File: config.mk
export PLATFORM = sky130hd
export DESIGN_NAME = csrb_status_bank
export DESIGN_NICKNAME = d
export VERILOG_FILES = /design/src/core/csrb_pkg.sv /design/src/core/csrb_int_pulse.sv /design/src/core/csrb_status_bank.sv /design/src/core/csrb_status_enc.sv
export SDC_FILE = /design/constraint.sdc
export NUM_CORES = 1
export LEC_CHECK = 0
export BUFFER_PORTS_ARGS = -buffer_cell sky130_fd_sc_hd__buf_2
export CORE_AREA = 4 4 91 84
export DETAILED_ROUTE_END_ITERATION = 10
export DIE_AREA = 0 0 95 88
export SYNTH_ARGS = -nofsm -noshare
export SYNTH_HDL_FRONTEND = slang
export SYNTH_HIERARCHICAL = 1
export SYNTH_SLANG_ARGS = --single-unit
File: constraint.sdc
create_clock -name CLK -period 2.34 [get_ports CLK]
set_clock_uncertainty 0.15 [all_clocks]
set_input_delay 0.234 -clock CLK [delete_from_list [all_inputs] [get_ports CLK]]
set_output_delay 0.234 -clock CLK [all_outputs]
set_load 0.005 [all_outputs]
File: src/core/csrb_pkg.sv
package csrb_pkg;

   // Register offsets on the serial bus
   localparam logic [7:0] ADDR_STATUS0 = 8'h08;
   localparam logic [7:0] ADDR_FAULT = 8'h09;
   localparam logic [7:0] ADDR_STATUS2 = 8'h0A;
   localparam logic [7:0] ADDR_PART = 8'h0B;

   // Field positions of the writable bits
   localparam int REG_RST_BIT = 7;
   localparam int VOLT_MASK_BIT = 1;
   localparam int CURR_MASK_BIT = 0;

   // Values after reset
   localparam logic [1:0] MASK_RST_VAL = 2'h0;
   localparam logic WDOG_RST_VAL = 1'b1;
   localparam logic [2:0] PART_RSVD_VAL = 3'h4;
   localparam logic [7:0] UNMAPPED_VAL = 8'h00;

   // Input source type codes
   localparam logic [2:0] SRC_NONE = 3'h0;
   localparam logic [2:0] SRC_HOST_PORT = 3'h1;
   localparam logic [2:0] SRC_ADAPTER = 3'h3;
   localparam logic [2:0] SRC_BOOST = 3'h7;

   // Charge phase codes
   localparam logic [1:0] PHASE_IDLE = 2'h0;
   localparam logic [1:0] PHASE_PRE = 2'h1;
   localparam logic [1:0] PHASE_FAST = 2'h2;
   localparam logic [1:0] PHASE_DONE = 2'h3;

   // Charge fault codes; input fault and thermal shutdown share one code
   localparam logic [1:0] CFLT_NORMAL = 2'h0;
   localparam logic [1:0] CFLT_INPUT_THERMAL = 2'h2;
   localparam logic [1:0] CFLT_TIMER = 2'h3;

   // Thermistor state codes
   localparam logic [2:0] NTC_NORMAL = 3'h0;
   localparam logic [2:0] NTC_WARM = 3'h2;
   localparam logic [2:0] NTC_COOL = 3'h3;
   localparam logic [2:0] NTC_COLD = 3'h5;
   localparam logic [2:0] NTC_HOT = 3'h6;

   // Host interrupt pulse width
   localparam int CLK_PERIOD_NS = 100;
   localparam int INT_PULSE_NS = 1000;
   localparam int INT_PULSE_CYC = (INT_PULSE_NS + CLK_PERIOD_NS - 1) / CLK_PERIOD_NS;
   localparam int INT_CNT_W = 4;

   // Serial target states
   typedef enum logic [4:0] {
      ST_IDLE = 5'h01,
      ST_RX = 5'h02,
      ST_ACK = 5'h04,
      ST_TX = 5'h08,
      ST_TACK = 5'h10
   } csrb_i2c_st_t;

   // Raw conditions from the analog charge control
   typedef struct packed {
      logic adapter_present;
      logic source_select_high;
      logic boost_mode;
      logic precharge;
      logic fast_charge;
      logic charge_done;
      logic boost_overload;
      logic boost_low_battery;
      logic input_fault;
      logic thermal_shutdown;
      logic safety_timer_expired;
      logic ts_warm;
      logic ts_cool;
      logic ts_cold;
      logic ts_hot;
   } csrb_cond_t;

   // Encoded status fields as they appear in the registers
   typedef struct packed {
      logic [2:0] input_source_type;
      logic [1:0] charge_phase;
      logic boost_fault;
      logic [1:0] charge_fault_code;
      logic [2:0] thermistor_state_code;
   } csrb_stat_t;

endpackage

File: src/core/csrb_int_pulse.sv
`timescale 1ns/1ps
module csrb_int_pulse
   import csrb_pkg::*;
(
   input wire logic clk,
   input wire logic reset_n,
   input wire logic trig,
   output logic int_n
);

   logic [INT_CNT_W-1:0] cnt_ff;
   logic [INT_CNT_W-1:0] nxt_cnt;

   // A new event restarts the pulse rather than stacking a second one
   assign nxt_cnt = trig ? INT_CNT_W'(INT_PULSE_CYC) :
                    (cnt_ff != '0) ? cnt_ff - INT_CNT_W'(1) : cnt_ff;

   // Pulse counter
   always_ff @(posedge clk) begin
      if (!reset_n) begin
         cnt_ff <= '0;
      end else begin
         cnt_ff <= nxt_cnt;
      end
   end

   // Active low while counting
   assign int_n = (cnt_ff == '0);

endmodule

File: src/core/csrb_status_bank.sv
`timescale 1ns/1ps
// Operation
// - Source type code: 000 none, 001 host port, 011 adapter, 111 boost.
// - Applied current limit is shown in its own setting register, not here.
// - Charge phase: 00 idle, 01 precharge, 10 fast, 11 terminated.
// - Power good bit follows input power; thermal bit follows thermal regulation.
// - Minimum system flag is set while battery is below minimum system voltage.
// - Watchdog flag sets on expiry, reads 0 in host mode, 1 after power-on.
// - Boost fault flags any invalid boost condition, overload or low battery.
// - Charge fault: 00 normal, 10 input or thermal, 11 safety timer expired.
// - Battery fault flag follows battery overvoltage.
// - Buck thermistor code: 000 normal, 010 warm, 011 cool, 101 cold, 110 hot.
// - Boost thermistor code limited to 000 normal, 101 cold, 110 hot.
// - Input good flag follows poor source detection pass.
// - Sense fault flag set while remote sense pin is open or shorted.
// - Top-off flag set while the top-off timer counts.
// - Voltage regulation status; interrupt pulse on entry unless mask bit 1 set.
// - Current regulation status; interrupt pulse on entry unless mask bit 0 set.
// - Writing register reset returns registers to defaults and restarts safety timer.
// - Register reset bit clears itself once the reset is done.
module csrb_status_bank
   import csrb_pkg::*;
#(
   parameter logic [6:0] DEV_ADDR = 7'h2B, // Arbitrary value
   parameter logic [3:0] PART_CODE = 4'h3 // Arbitrary value
)
(
   input wire logic CLK,
   input wire logic RESET_N,
   input wire logic SCL,
   input wire logic SDA_I,
   output logic SDA_O,
   output logic SDA_OE,
   input wire logic ADAPTER_PRESENT,
   input wire logic SOURCE_SELECT_HIGH,
   input wire logic BOOST_MODE,
   input wire logic PRECHARGE,
   input wire logic FAST_CHARGE,
   input wire logic CHARGE_DONE,
   input wire logic POWER_GOOD,
   input wire logic THERMAL_REG,
   input wire logic VBAT_BELOW_SYSMIN,
   input wire logic WATCHDOG_EXPIRE,
   input wire logic HOST_MODE_ENTER,
   input wire logic BOOST_OVERLOAD,
   input wire logic BOOST_LOW_BATTERY,
   input wire logic INPUT_FAULT,
   input wire logic THERMAL_SHUTDOWN,
   input wire logic SAFETY_TIMER_EXPIRED,
   input wire logic BATTERY_OV,
   input wire logic TS_WARM,
   input wire logic TS_COOL,
   input wire logic TS_COLD,
   input wire logic TS_HOT,
   input wire logic INPUT_GOOD,
   input wire logic INPUT_VOLTAGE_REG,
   input wire logic INPUT_CURRENT_REG,
   input wire logic REMOTE_SENSE_FAULT,
   input wire logic TOPOFF_RUNNING,
   input wire logic INPUT_OV,
   output logic INT_N,
   output logic REGISTER_RESET,
   output logic SAFETY_TIMER_RESTART
);

   csrb_cond_t cond;
   csrb_stat_t stat;
   csrb_i2c_st_t st_ff;
   csrb_i2c_st_t nxt_st;
   logic scl_ff, scl_d_ff, sda_ff, sda_d_ff;
   logic [3:0] cnt_ff, nxt_cnt;
   logic [7:0] shift_ff, nxt_shift;
   logic [7:0] tx_ff, nxt_tx;
   logic [7:0] ptr_ff, nxt_ptr;
   logic first_ff, nxt_first;
   logic need_ptr_ff, nxt_need_ptr;
   logic rw_ff, nxt_rw;
   logic nack_ff, nxt_nack;
   logic [1:0] mask_ff;
   logic reg_rst_ff;
   logic wdog_ff;
   logic vreg_d_ff, ireg_d_ff;
   logic scl_rise, scl_fall, bus_start, bus_stop;
   logic byte_in, addr_hit, wr_stb, rd_load;
   logic [7:0] rd_data, stat0_val, fault_val, stat2_val, part_val;
   logic wr_stat2, wr_part, int_trig;

   // Raw conditions into one carrier
   assign cond = '{adapter_present: ADAPTER_PRESENT, source_select_high: SOURCE_SELECT_HIGH,
                   boost_mode: BOOST_MODE, precharge: PRECHARGE, fast_charge: FAST_CHARGE,
                   charge_done: CHARGE_DONE, boost_overload: BOOST_OVERLOAD,
                   boost_low_battery: BOOST_LOW_BATTERY, input_fault: INPUT_FAULT,
                   thermal_shutdown: THERMAL_SHUTDOWN, safety_timer_expired: SAFETY_TIMER_EXPIRED,
                   ts_warm: TS_WARM, ts_cool: TS_COOL, ts_cold: TS_COLD, ts_hot: TS_HOT};

   csrb_status_enc u_enc (
      .cond(cond),
      .stat(stat)
   );

   // Bus line edges; pins are already synchronous to CLK
   assign scl_rise = scl_ff & ~scl_d_ff;
   assign scl_fall = ~scl_ff & scl_d_ff;
   assign bus_start = scl_ff & scl_d_ff & sda_d_ff & ~sda_ff;
   assign bus_stop = scl_ff & scl_d_ff & ~sda_d_ff & sda_ff;

   // Byte completion and its meaning
   assign byte_in = (st_ff == ST_RX) & scl_fall & (cnt_ff == 4'h8);
   assign addr_hit = (shift_ff[7:1] == DEV_ADDR);
   assign wr_stb = byte_in & ~first_ff & ~need_ptr_ff;
   assign rd_load = scl_fall & (((st_ff == ST_ACK) & rw_ff) | ((st_ff == ST_TACK) & ~nack_ff));

   // Live register images, sampled when a read byte is loaded
   assign stat0_val = {stat.input_source_type, stat.charge_phase, POWER_GOOD,
                       THERMAL_REG, VBAT_BELOW_SYSMIN};
   assign fault_val = {wdog_ff, stat.boost_fault, stat.charge_fault_code,
                       BATTERY_OV, stat.thermistor_state_code};
   assign stat2_val = {INPUT_GOOD, INPUT_VOLTAGE_REG, INPUT_CURRENT_REG,
                       REMOTE_SENSE_FAULT, TOPOFF_RUNNING, INPUT_OV, mask_ff};
   assign part_val = {reg_rst_ff, PART_CODE, PART_RSVD_VAL};

   // Read mux; unmapped offsets read as zero
   assign rd_data = (ptr_ff == ADDR_STATUS0) ? stat0_val :
                    (ptr_ff == ADDR_FAULT) ? fault_val :
                    (ptr_ff == ADDR_STATUS2) ? stat2_val :
                    (ptr_ff == ADDR_PART) ? part_val : UNMAPPED_VAL;

   // Only the mask pair and the reset bit accept writes
   assign wr_stat2 = wr_stb & (ptr_ff == ADDR_STATUS2);
   assign wr_part = wr_stb & (ptr_ff == ADDR_PART) & shift_ff[REG_RST_BIT];

   // Serial target sequencing
   always_comb begin
      nxt_st = st_ff;
      nxt_cnt = cnt_ff;
      nxt_shift = shift_ff;
      nxt_tx = tx_ff;
      nxt_ptr = ptr_ff;
      nxt_first = first_ff;
      nxt_need_ptr = need_ptr_ff;
      nxt_rw = rw_ff;
      nxt_nack = nack_ff;
      if (bus_start) begin
         nxt_st = ST_RX;
         nxt_cnt = 4'h0;
         nxt_first = 1'b1;
      end else if (bus_stop) begin
         nxt_st = ST_IDLE;
      end else begin
         unique case (st_ff)
            ST_IDLE: begin
               nxt_st = ST_IDLE;
            end
            ST_RX: begin
               if (scl_rise && cnt_ff != 4'h8) begin
                  nxt_shift = {shift_ff[6:0], sda_ff};
                  nxt_cnt = cnt_ff + 4'h1;
               end else if (byte_in) begin
                  nxt_st = ST_ACK;
                  if (first_ff) begin
                     nxt_first = 1'b0;
                     nxt_rw = shift_ff[0];
                     nxt_need_ptr = ~shift_ff[0];
                     if (!addr_hit) begin
                        nxt_st = ST_IDLE;
                     end
                  end else if (need_ptr_ff) begin
                     nxt_ptr = shift_ff;
                     nxt_need_ptr = 1'b0;
                  end else begin
                     nxt_ptr = ptr_ff + 8'h01;
                  end
               end
            end
            ST_ACK: begin
               if (scl_fall) begin
                  nxt_cnt = 4'h0;
                  nxt_st = rw_ff ? ST_TX : ST_RX;
               end
            end
            ST_TX: begin
               if (scl_fall) begin
                  nxt_cnt = cnt_ff + 4'h1;
                  nxt_tx = {tx_ff[6:0], 1'b0};
                  if (cnt_ff == 4'h7) begin
                     nxt_st = ST_TACK;
                  end
               end
            end
            ST_TACK: begin
               if (scl_rise) begin
                  nxt_nack = sda_ff;
               end else if (scl_fall) begin
                  nxt_cnt = 4'h0;
                  nxt_st = nack_ff ? ST_IDLE : ST_TX;
               end
            end
         endcase
         // Read byte taken from the live image at the start of each byte
         if (rd_load) begin
            nxt_tx = rd_data;
            nxt_ptr = ptr_ff + 8'h01;
         end
      end
   end

   // Serial target state
   always_ff @(posedge CLK) begin
      if (!RESET_N) begin
         st_ff <= ST_IDLE;
         cnt_ff <= 4'h0;
         shift_ff <= 8'h00;
         tx_ff <= 8'h00;
         ptr_ff <= 8'h00;
         first_ff <= 1'b1;
         need_ptr_ff <= 1'b0;
         rw_ff <= 1'b0;
         nack_ff <= 1'b1;
      end else begin
         st_ff <= nxt_st;
         cnt_ff <= nxt_cnt;
         shift_ff <= nxt_shift;
         tx_ff <= nxt_tx;
         ptr_ff <= nxt_ptr;
         first_ff <= nxt_first;
         need_ptr_ff <= nxt_need_ptr;
         rw_ff <= nxt_rw;
         nack_ff <= nxt_nack;
      end
   end

   // Line samples and edge history
   always_ff @(posedge CLK) begin
      if (!RESET_N) begin
         scl_ff <= 1'b1;
         scl_d_ff <= 1'b1;
         sda_ff <= 1'b1;
         sda_d_ff <= 1'b1;
      end else begin
         scl_ff <= SCL;
         scl_d_ff <= scl_ff;
         sda_ff <= SDA_I;
         sda_d_ff <= sda_ff;
      end
   end

   // Open drain: only ever pull low, during ack or a zero data bit
   assign SDA_O = 1'b0;
   assign SDA_OE = (st_ff == ST_ACK) | ((st_ff == ST_TX) & ~tx_ff[7]);

   // Masks, register reset and watchdog flag; expiry wins over host mode entry
   always_ff @(posedge CLK) begin
      if (!RESET_N) begin
         mask_ff <= MASK_RST_VAL;
         reg_rst_ff <= 1'b0;
         wdog_ff <= WDOG_RST_VAL;
      end else begin
         if (reg_rst_ff) begin
            mask_ff <= MASK_RST_VAL;
         end else if (wr_stat2) begin
            mask_ff <= shift_ff[VOLT_MASK_BIT:CURR_MASK_BIT];
         end
         reg_rst_ff <= wr_part & ~reg_rst_ff;
         if (WATCHDOG_EXPIRE) begin
            wdog_ff <= 1'b1;
         end else if (HOST_MODE_ENTER) begin
            wdog_ff <= 1'b0;
         end
      end
   end

   // One-cycle reset pulses to the rest of the charger
   assign REGISTER_RESET = reg_rst_ff;
   assign SAFETY_TIMER_RESTART = reg_rst_ff;

   // Regulation entry edges
   always_ff @(posedge CLK) begin
      if (!RESET_N) begin
         vreg_d_ff <= 1'b0;
         ireg_d_ff <= 1'b0;
      end else begin
         vreg_d_ff <= INPUT_VOLTAGE_REG;
         ireg_d_ff <= INPUT_CURRENT_REG;
      end
   end

   // A mask only blocks the pulse; the status bit still reads live
   assign int_trig = (INPUT_VOLTAGE_REG & ~vreg_d_ff & ~mask_ff[VOLT_MASK_BIT]) |
                     (INPUT_CURRENT_REG & ~ireg_d_ff & ~mask_ff[CURR_MASK_BIT]);

   csrb_int_pulse u_int (
      .clk(CLK),
      .reset_n(RESET_N),
      .trig(int_trig),
      .int_n(INT_N)
   );

   // Checks
   src_boost_a: assert property (@(posedge CLK) disable iff (!RESET_N)
      BOOST_MODE |-> stat0_val[7:5] == SRC_BOOST) else $error("boost source code wrong");
   src_host_a: assert property (@(posedge CLK) disable iff (!RESET_N)
      (ADAPTER_PRESENT && !BOOST_MODE) |-> stat0_val[7:5] ==
      (SOURCE_SELECT_HIGH ? SRC_HOST_PORT : SRC_ADAPTER)) else $error("source code wrong");
   phase_code_a: assert property (@(posedge CLK) disable iff (!RESET_N)
      (FAST_CHARGE && !CHARGE_DONE) |-> stat0_val[4:3] == PHASE_FAST)
      else $error("fast phase code wrong");
   sysmin_flag_a: assert property (@(posedge CLK) disable iff (!RESET_N)
      stat0_val[0] == VBAT_BELOW_SYSMIN) else $error("sysmin flag wrong");
   wdog_flag_a: assert property (@(posedge CLK) disable iff (!RESET_N)
      WATCHDOG_EXPIRE |=> fault_val[7]) else $error("watchdog flag not set");
   wdog_host_a: assert property (@(posedge CLK) disable iff (!RESET_N)
      (HOST_MODE_ENTER && !WATCHDOG_EXPIRE) |=> !fault_val[7])
      else $error("watchdog flag not cleared");
   boost_fault_a: assert property (@(posedge CLK) disable iff (!RESET_N)
      BOOST_LOW_BATTERY |-> fault_val[6]) else $error("boost fault missing");
   chg_fault_a: assert property (@(posedge CLK) disable iff (!RESET_N)
      (THERMAL_SHUTDOWN && !SAFETY_TIMER_EXPIRED) |-> fault_val[5:4] == CFLT_INPUT_THERMAL)
      else $error("charge fault code wrong");
   ntc_boost_a: assert property (@(posedge CLK) disable iff (!RESET_N)
      (BOOST_MODE && TS_WARM && !TS_HOT && !TS_COLD) |-> fault_val[2:0] == NTC_NORMAL)
      else $error("warm shown in boost");
   ntc_buck_a: assert property (@(posedge CLK) disable iff (!RESET_N)
      (!BOOST_MODE && TS_COOL && !TS_WARM && !TS_HOT && !TS_COLD) |->
      fault_val[2:0] == NTC_COOL) else $error("cool code wrong");
   volt_int_a: assert property (@(posedge CLK) disable iff (!RESET_N)
      $rose(INPUT_VOLTAGE_REG) && !mask_ff[VOLT_MASK_BIT] |=> !INT_N [*2])
      else $error("no pulse on voltage regulation");
   curr_mask_a: assert property (@(posedge CLK) disable iff (!RESET_N)
      (INT_N && mask_ff[CURR_MASK_BIT] && !$rose(INPUT_VOLTAGE_REG)) |=> INT_N)
      else $error("masked pulse seen");
   reg_reset_a: assert property (@(posedge CLK) disable iff (!RESET_N)
      wr_part && !reg_rst_ff |=> SAFETY_TIMER_RESTART ##1 mask_ff == MASK_RST_VAL)
      else $error("register reset incomplete");
   self_clear_a: assert property (@(posedge CLK) disable iff (!RESET_N)
      reg_rst_ff |=> !reg_rst_ff) else $error("reset bit stuck");
   ro_write_a: assert property (@(posedge CLK) disable iff (!RESET_N)
      wr_stb && ptr_ff == ADDR_FAULT |=> $stable(mask_ff) && !reg_rst_ff)
      else $error("read-only write took effect");

   // Main scenarios
   read_fault_c: cover property (@(posedge CLK) disable iff (!RESET_N)
      rd_load && ptr_ff == ADDR_FAULT);
   mask_write_c: cover property (@(posedge CLK) disable iff (!RESET_N) wr_stat2);
   reg_reset_c: cover property (@(posedge CLK) disable iff (!RESET_N) reg_rst_ff);
   int_pulse_c: cover property (@(posedge CLK) disable iff (!RESET_N) $fell(INT_N));

endmodule

File: src/core/csrb_status_enc.sv
`timescale 1ns/1ps
module csrb_status_enc
   import csrb_pkg::*;
(
   input wire csrb_cond_t cond,
   output csrb_stat_t stat
);

   logic [2:0] src;
   logic [1:0] phase;
   logic [1:0] cflt;
   logic [2:0] ntc_buck;
   logic [2:0] ntc_boost;

   // Source code only names the source; the applied limit lives elsewhere
   assign src = cond.boost_mode ? SRC_BOOST :
                !cond.adapter_present ? SRC_NONE :
                cond.source_select_high ? SRC_HOST_PORT : SRC_ADAPTER;

   // Later phases win if the analog side flags two at once
   assign phase = cond.charge_done ? PHASE_DONE :
                  cond.fast_charge ? PHASE_FAST :
                  cond.precharge ? PHASE_PRE : PHASE_IDLE;

   // Timer expiry outranks the shared input/thermal code
   assign cflt = cond.safety_timer_expired ? CFLT_TIMER :
                 (cond.input_fault || cond.thermal_shutdown) ? CFLT_INPUT_THERMAL : CFLT_NORMAL;

   // Buck mode reports all five zones, hot and cold first
   assign ntc_buck = cond.ts_hot ? NTC_HOT : cond.ts_cold ? NTC_COLD :
                     cond.ts_warm ? NTC_WARM : cond.ts_cool ? NTC_COOL : NTC_NORMAL;
   // Boost mode knows only hot and cold
   assign ntc_boost = cond.ts_hot ? NTC_HOT : cond.ts_cold ? NTC_COLD : NTC_NORMAL;

   // Pack the fields
   assign stat.input_source_type = src;
   assign stat.charge_phase = phase;
   assign stat.boost_fault = cond.boost_overload | cond.boost_low_battery;
   assign stat.charge_fault_code = cflt;
   assign stat.thermistor_state_code = cond.boost_mode ? ntc_boost : ntc_buck;

endmodule

# Word-level counts from Yosys, hierarchy flattened
# Index checks and enable logic that the tools add are counted.
# W data, S select, Z words.
totals:
  inputBits: 31
  out_inout_bits: 5
  regBits: 51
  elab_cells: 174
classes:
  n_eq_ne: 30
  n_mux: 50
  add_sub_neg: 3
  bitwise: 45
  n_reduce_logical: 25
op_table:
  columns: ["op", "n"]
  rows:
  - ["$mux W8", 13]
  - ["$mux W5", 7]
  - ["$eq A8 B4 Y1 const B", 4]
  - ["$mux W4", 8]
  - ["$ne A4 B4 Y1 const B", 8]
  - ["$mux W3", 10]
  - ["$pmux W5 S5", 1]
  - ["$and A1 B1 Y1", 23]
  - ["$not A1 Y1", 18]
  - ["$mux W2", 8]
  - ["$ne A2 B2 Y1 const B", 8]
  - ["$pmux W4 S4", 1]
  - ["$reduce_and A4 Y1", 4]
  - ["$reduce_and A7 Y1", 2]
  - ["$reduce_and A6 Y1", 2]
  - ["$reduce_and A5 Y1", 2]
  - ["$reduce_bool A2 Y1", 5]
  - ["$add A8 B1 Y8 const B", 1]
  - ["$reduce_bool A4 Y1", 2]
  - ["$reduce_or A2 Y1", 4]
  - ["$eq A7 B6 Y1 const B", 1]
  - ["$eq A5 B1 Y1 const B", 1]
  - ["$eq A5 B2 Y1 const B", 1]
  - ["$eq A5 B3 Y1 const B", 1]
  - ["other kinds (13)", 18]

# Depth between registers and ports, before layout
logic_depth:
  ltp_word: 9
  mapped_depth: 8
  depth_no_buf: 7

# Hierarchy
# Netlist, hierarchy kept.
by_module_without_submodules:
  columns: ["module", "seq_area_each_um2", "cells_each", "area_each_um2", "n_inst"]
  rows:
  - ["csrb_status_bank", 940.9, 322, 2685.1, 1]
  - ["csrb_int_pulse", 80.1, 18, 158.9, 1]
  - ["csrb_status_enc", 0.0, 17, 100.1, 1]

# Worst setup path before layout
# OpenSTA, ideal clock, no wires.
synth_path:
  path_kind: "register to register"
  startpoint: "register ptr_ff[0]"
  endpoint: "register tx_ff[7]"
  setup_slack_ns: 0.402
  setup_time_ns: 0.128
  n_path_buf: 1
  path_stages_with_launch: 9
  required_time_ns: 2.062
  synth_period_minus_slack_ns: 1.938
  t_arrival_ns: 1.660
  cell_sequence: "dfxtp_1 -> inv_1 -> ha_1 -> clkbuf_1 -> nor2b_1 -> a221oi_1 -> o31ai_1 -> a222oi_1 -> nor2_1"
synth_via:
  elab_chain_cells: 6
  elab_cells_between_ends: 9
  classes_between: "eq/ne (4); mux (5)"
synth_rtl:
  columns: ["item", "line_no", "rtl"]
  rows:
  - ["start, declared", "csrb_status_bank.sv:74", "logic [7:0] ptr_ff, nxt_ptr;"]
  - ["start signal, assigned", "csrb_status_bank.sv:224", "ptr_ff <= nxt_ptr;"]
  - ["$eq A8 B4 Y1", "csrb_status_bank.sv:126", "(ptr_ff == ADDR_PART) ? part_val : UNMAPPED_VAL;"]
  - ["$mux W8", "csrb_status_bank.sv:126", null]
  - ["$mux W8", "csrb_status_bank.sv:125", "(ptr_ff == ADDR_STATUS2) ? stat2_val :"]
  - ["$mux W8", "csrb_status_bank.sv:124", "(ptr_ff == ADDR_FAULT) ? fault_val :"]
  - ["$mux W8 (*)", "csrb_status_bank.sv:123", "assign rd_data = (ptr_ff == ADDR_STATUS0) ? stat0_val :"]
  - ["$mux W8 (*)", "csrb_status_bank.sv:200", "if (rd_load) begin"]
  - ["end signal, assigned", "csrb_status_bank.sv:223", "tx_ff <= nxt_tx;"]
  - ["end, declared", "csrb_status_bank.sv:73", "logic [7:0] tx_ff, nxt_tx;"]
# Mark *: on every way between the ends. The rest lies on a longest branch, timed or not.
# A chain may end at the register's enable or synchronous reset.

# Final worst setup path
# Same ends and word-level chain as after synthesis.

==> results.py <==
metrics = {
    "routing": {
        "detail_route.first_pass.iterations": 4,
        "routed_wl_um": 6870,
        "ant_nets": 0,
        "average_wire_length_per_cell_after_detail_routing_um": 14.4,
        "residual_drc": 0,
        "drt_iter0_drc": 159,
        "num_vias": 2576,
        "routed_via_density": 5.40,
    },
    "finish": {
        "finalCoreUtilization_pct": 49.8,
        "layout-drive-gt1-share_pct": 17.1,
        "syn2layout_area_growth_pct": 11.4,
        "finish.net_count": 423,
        "instances_no_fill": 477,
        "num_antenna_cells": 0,
    },
    "floorplan": {
        "floorplan.initialDensity_pct": 44.7,
        "die_h_um": 88,
        "die_footprint_sq_um": 8360,
        "placementRows": 28,
        "fp.dieW_um": 95,
        "core_box_area_sq_um": 6590,
        "top_level_port_count": 36,
    },
    "setup_path": {
        "crit_path_max_incr_delay_ns": 0.38,
        "cp_data_required_time_ns": 2.38,
        "critPathLaunchType": "register",
        "path_class": "register to register",
        "crit_chain": "inv_1 > ha_2 > nor2b_1 > a221oi_1 > o31ai_1 > a222oi_1 > nor2_1",
        "cp-end-kind": "register",
        "cp_max_fo": 10,
        "cp.arrival_ns": 2.14,
        "cp_slowest_cell": "sky130_fd_sc_hd__dfxtp_1",
    },
    "clock_network": {
        "max-clock-path-buffers": 2,
        "cts-htree-levels": 2,
        "total_clock_sinks": 51,
        "post_cts.repair.setup_buffers": 0,
        "tritoncts": "done",
        "master_cell_of_the_clock_root_buffer": "sky130_fd_sc_hd__clkbuf_8",
        "cts-buffers-inserted": 5,
        "clkTransAtPathRegs_ns": 0.09,
        "clock_insertion_delay_worst_skew_ns": 0.30,
    },
    "pwr": {
        "switching_share_pct": 23.7,
        "fin_total_pwr_mw": 1.50,
        "p_switching_mw": 0.355,
        "max-vdd-ir-drop_uv": 324,
        "power_leakage_nw": 1.28,
        "share_clk_of_total_power_pct": 32.7,
        "sequentialPowerShare_pct": 59.7,
        "power_density_nw_per_um2": 458,
        "cell_internal_power_dissipation_mw": 1.15,
        "combinationalPowerShare_pct": 7.6,
    },
    "global_route": {
        "via_count_of_the_first_global_routing_pass": 2362,
        "globalRouteTotalUtil_pct": 17.3,
        "grt_antenna_before_repair": 0,
        "gr-total-overflow": 0,
        "first_pass_grt_wire_length_um": 11600,
        "grt_max_degree": 17,
    },
    "placement": {
        "io_buffers": 34,
        "final_gp_congestion": 0.863,
        "preCtsSetupSlack_ns": 0.190,
        "dp.final_hpwl_um": 5110,
        "placed_cells_incl_taps": 466,
    },
    "sta": {
        "worst_slew_pin_slew_ns": 0.554,
        "setup_viol": 0,
        "finalWorstSetupSlack_ns": 0.238,
        "grt_setup_unrepaired": "no",
        "highest_clock_rate_mhz": 476,
        "fin_tns_setup_ns": 0,
        "max-slew-margin-rel_pct": 62.8,
        "final_max_slew_viol_count": 0,
        "layout_worst_path_cycle_share_pct": 89.8,
        "timing_hold_violations_final": 0,
        "fin_crit_ns": 2.10,
    },
    "logic_synthesis": {
        "netlist_instances": 357,
        "synth-async-reset-ratio_pct": 0,
        "post_synth_instance_area_sq_um": 2940,
        "synth.area.top_cells": "sky130_fd_sc_hd__dfxtp_1 (35%), sky130_fd_sc_hd__nand2_1 (4.8%), sky130_fd_sc_hd__mux2i_1 (4.8%)",
        "mappedNetlistNets": 394,
        "synth_cell_type_count": 64,
        "synth_top_area_share_pct": 34.7,
        "ys_seq_elements": 51,
        "synthesis.yosys.warnings": 6,
        "number_of_enable_type_register_cells_in_the_synthesized_netlist": 0,
        "synth_sequential_area_ratio_pct": 34.7,
        "post-synth-top-area-cell": "sky130_fd_sc_hd__dfxtp_1",
        "post_synth.cell_area_avg_sq_um": 8.25,
        "predominant_post_synthesis_flop_cell": "sky130_fd_sc_hd__dfxtp_1",
    },
    "worst_hold_path": {
        "hold_path_class": "primary input to register",
    },
    "run_status": {
        "run_status": "complete, no violations",
    },
    "run": {
        "max_cap_viol_count": 0,
    },
}
==> routing by layer <==
| layer | routed length [um] | global-route usage (%) | vias to the layer above |
|---|---|---|---|
| li1 | - | - | 1342 |
| met1 | 3570 | 26.4 | 1189 |
| met2 | 3020 | 25.3 | 40 |
| met3 | 238 | 2.84 | 5 |
| met4 | 45 | 3.93 | 0 |
| met5 | 0 | 0 | - |
==> stage by stage <==
| stage | instance area [sq um] | hold WS [ns] |
|---|---|---|
| after floorplan | 2940 | 0.178 |
| after global placement | 3170 | 0.264 |
| after detailed placement | 3170 | 0.266 |
| after CTS | 3280 | 0.0209 |
| after global routing | 3280 | 0.0348 |
| final | 3280 | 0.0267 |
==> worst paths after layout <==
check | slack (ns) | end | cells after the start | start
max | 0.24 | tx_ff[7] | 7 | ptr_ff[0]
min | 0.03 | ireg_d_ff | 2 | INPUT_CURRENT_REG
max reg2reg | 0.24 | tx_ff[7] | 7 | ptr_ff[0]
min reg2reg | 0.31 | tx_ff[0] | 2 | tx_ff[0]
==> layout by cell type (no fill, tap or decap), types with 4 or more instances in the layout <==
| cell | synthesis | routed |
|---|---|---|
| sky130_fd_sc_hd__or2_2 | 4 | 4 |
| sky130_fd_sc_hd__inv_1 | 15 | 15 |
| sky130_fd_sc_hd__nand2b_1 | 15 | 15 |
| sky130_fd_sc_hd__dfxtp_1 | 51 | 51 |
| sky130_fd_sc_hd__ha_1 | 6 | 5 |
| sky130_fd_sc_hd__clkbuf_8 | 0 | 5 |
| sky130_fd_sc_hd__buf_2 | 4 | 34 |
| sky130_fd_sc_hd__nand3b_1 | 4 | 4 |
| sky130_fd_sc_hd__o21ai_1 | 8 | 8 |
| sky130_fd_sc_hd__nor2_1 | 27 | 27 |
| sky130_fd_sc_hd__a21oi_1 | 26 | 26 |
| sky130_fd_sc_hd__nor4_1 | 4 | 4 |
| sky130_fd_sc_hd__o211ai_1 | 6 | 6 |
| sky130_fd_sc_hd__nand4_1 | 4 | 4 |
| sky130_fd_sc_hd__a21o_1 | 4 | 4 |
| sky130_fd_sc_hd__nand3_1 | 8 | 8 |
| sky130_fd_sc_hd__o22ai_1 | 6 | 6 |
| sky130_fd_sc_hd__nand2_1 | 38 | 38 |
| sky130_fd_sc_hd__a22oi_1 | 6 | 6 |
| sky130_fd_sc_hd__o31ai_1 | 5 | 5 |
| sky130_fd_sc_hd__mux2i_1 | 14 | 14 |
| sky130_fd_sc_hd__nor2b_1 | 8 | 8 |
| sky130_fd_sc_hd__o21ai_0 | 16 | 16 |
| sky130_fd_sc_hd__nor3_1 | 5 | 5 |
==> registers in the layout, indices dropped and copies added, names as in the netlist, 2 cells and up <==
signal / cells
cnt_ff: 4
mask_ff: 2
ptr_ff: 8
shift_ff: 8
st_ff: 5
tx_ff: 8
u_int/cnt_ff: 4
==> cells in the mapped netlist, types with 4 or more instances <==
cell	count
sky130_fd_sc_hd__o21ai_0	16
sky130_fd_sc_hd__nand3_1	8
sky130_fd_sc_hd__nor4_1	4
sky130_fd_sc_hd__ha_1	6
sky130_fd_sc_hd__a21o_1	4
sky130_fd_sc_hd__o21ai_1	8
sky130_fd_sc_hd__a21oi_1	26
sky130_fd_sc_hd__a22oi_1	6
sky130_fd_sc_hd__mux2i_1	14
sky130_fd_sc_hd__o22ai_1	6
sky130_fd_sc_hd__o211ai_1	6
sky130_fd_sc_hd__nand2_1	38
sky130_fd_sc_hd__dfxtp_1	51
sky130_fd_sc_hd__nand4_1	4
sky130_fd_sc_hd__nand3b_1	4
sky130_fd_sc_hd__nor3_1	5
sky130_fd_sc_hd__nand2b_1	15
sky130_fd_sc_hd__buf_2	4
sky130_fd_sc_hd__nor2_1	27
sky130_fd_sc_hd__buf_4	6
sky130_fd_sc_hd__or2_2	4
sky130_fd_sc_hd__inv_1	15
sky130_fd_sc_hd__clkbuf_1	8
sky130_fd_sc_hd__o31ai_1	5
sky130_fd_sc_hd__nor2b_1	8
==> power by group through the flow <==
| stage | clock network [mW] | logic, mW | registers (mW) |
|---|---|---|---|
| after floorplan | 0 | 0.0695 | 0.911 |
| after global placement | 0 | 0.109 | 0.916 |
| after detailed placement | 0 | 0.110 | 0.916 |
| after CTS | 0.515 | 0.115 | 0.896 |
| after global routing | 0.541 | 0.128 | 0.899 |
| final | 0.491 | 0.115 | 0.896 |
==> worst max-delay path, delay by kind of cell (launching register included) <==
| kind | cells | cell delay [ns] |
|---|---|---|
| adders and majority gates | 1 | 0.29 |
| and+or+nand+nor | 2 | 0.17 |
| DFF | 1 | 0.38 |
| buffers and inverters | 1 | 0.14 |
| AOI/OAI and AO/OA | 3 | 0.86 |
==> layout make-up <==
class	count	area [sq um]
Clock inverter	1	5.00
Inverter	15	56.3
Fill cell	675	3310
Clock buffer	7	76.3
Timing Repair Buffer	40	235
Sequential cell	51	1020
Tap cell	90	113
Multi-Input combinational cell	273	1770
==> kinds of logic after synthesis <==
group,synth area share [%]
AND/OR/NAND/NOR,28.0
flip-flops,34.7
AO/OA/AOI/OAI,23.4
XOR/XNOR,0.893
multiplexers,5.14
other,0.127
buffers and inverters,5.14
adder cells (fa/ha/maj),2.55
==> timing repair <==
| action | CTS | global route |
|---|---|---|
| endpoints found under the hold margin | 3 | 0 |
| hold buffers | 3 | 0 |
| gates resized for setup | 0 | 1 |
| setup endpoints to repair | 0 | 1 |
(Power assumes the default switching activity.)
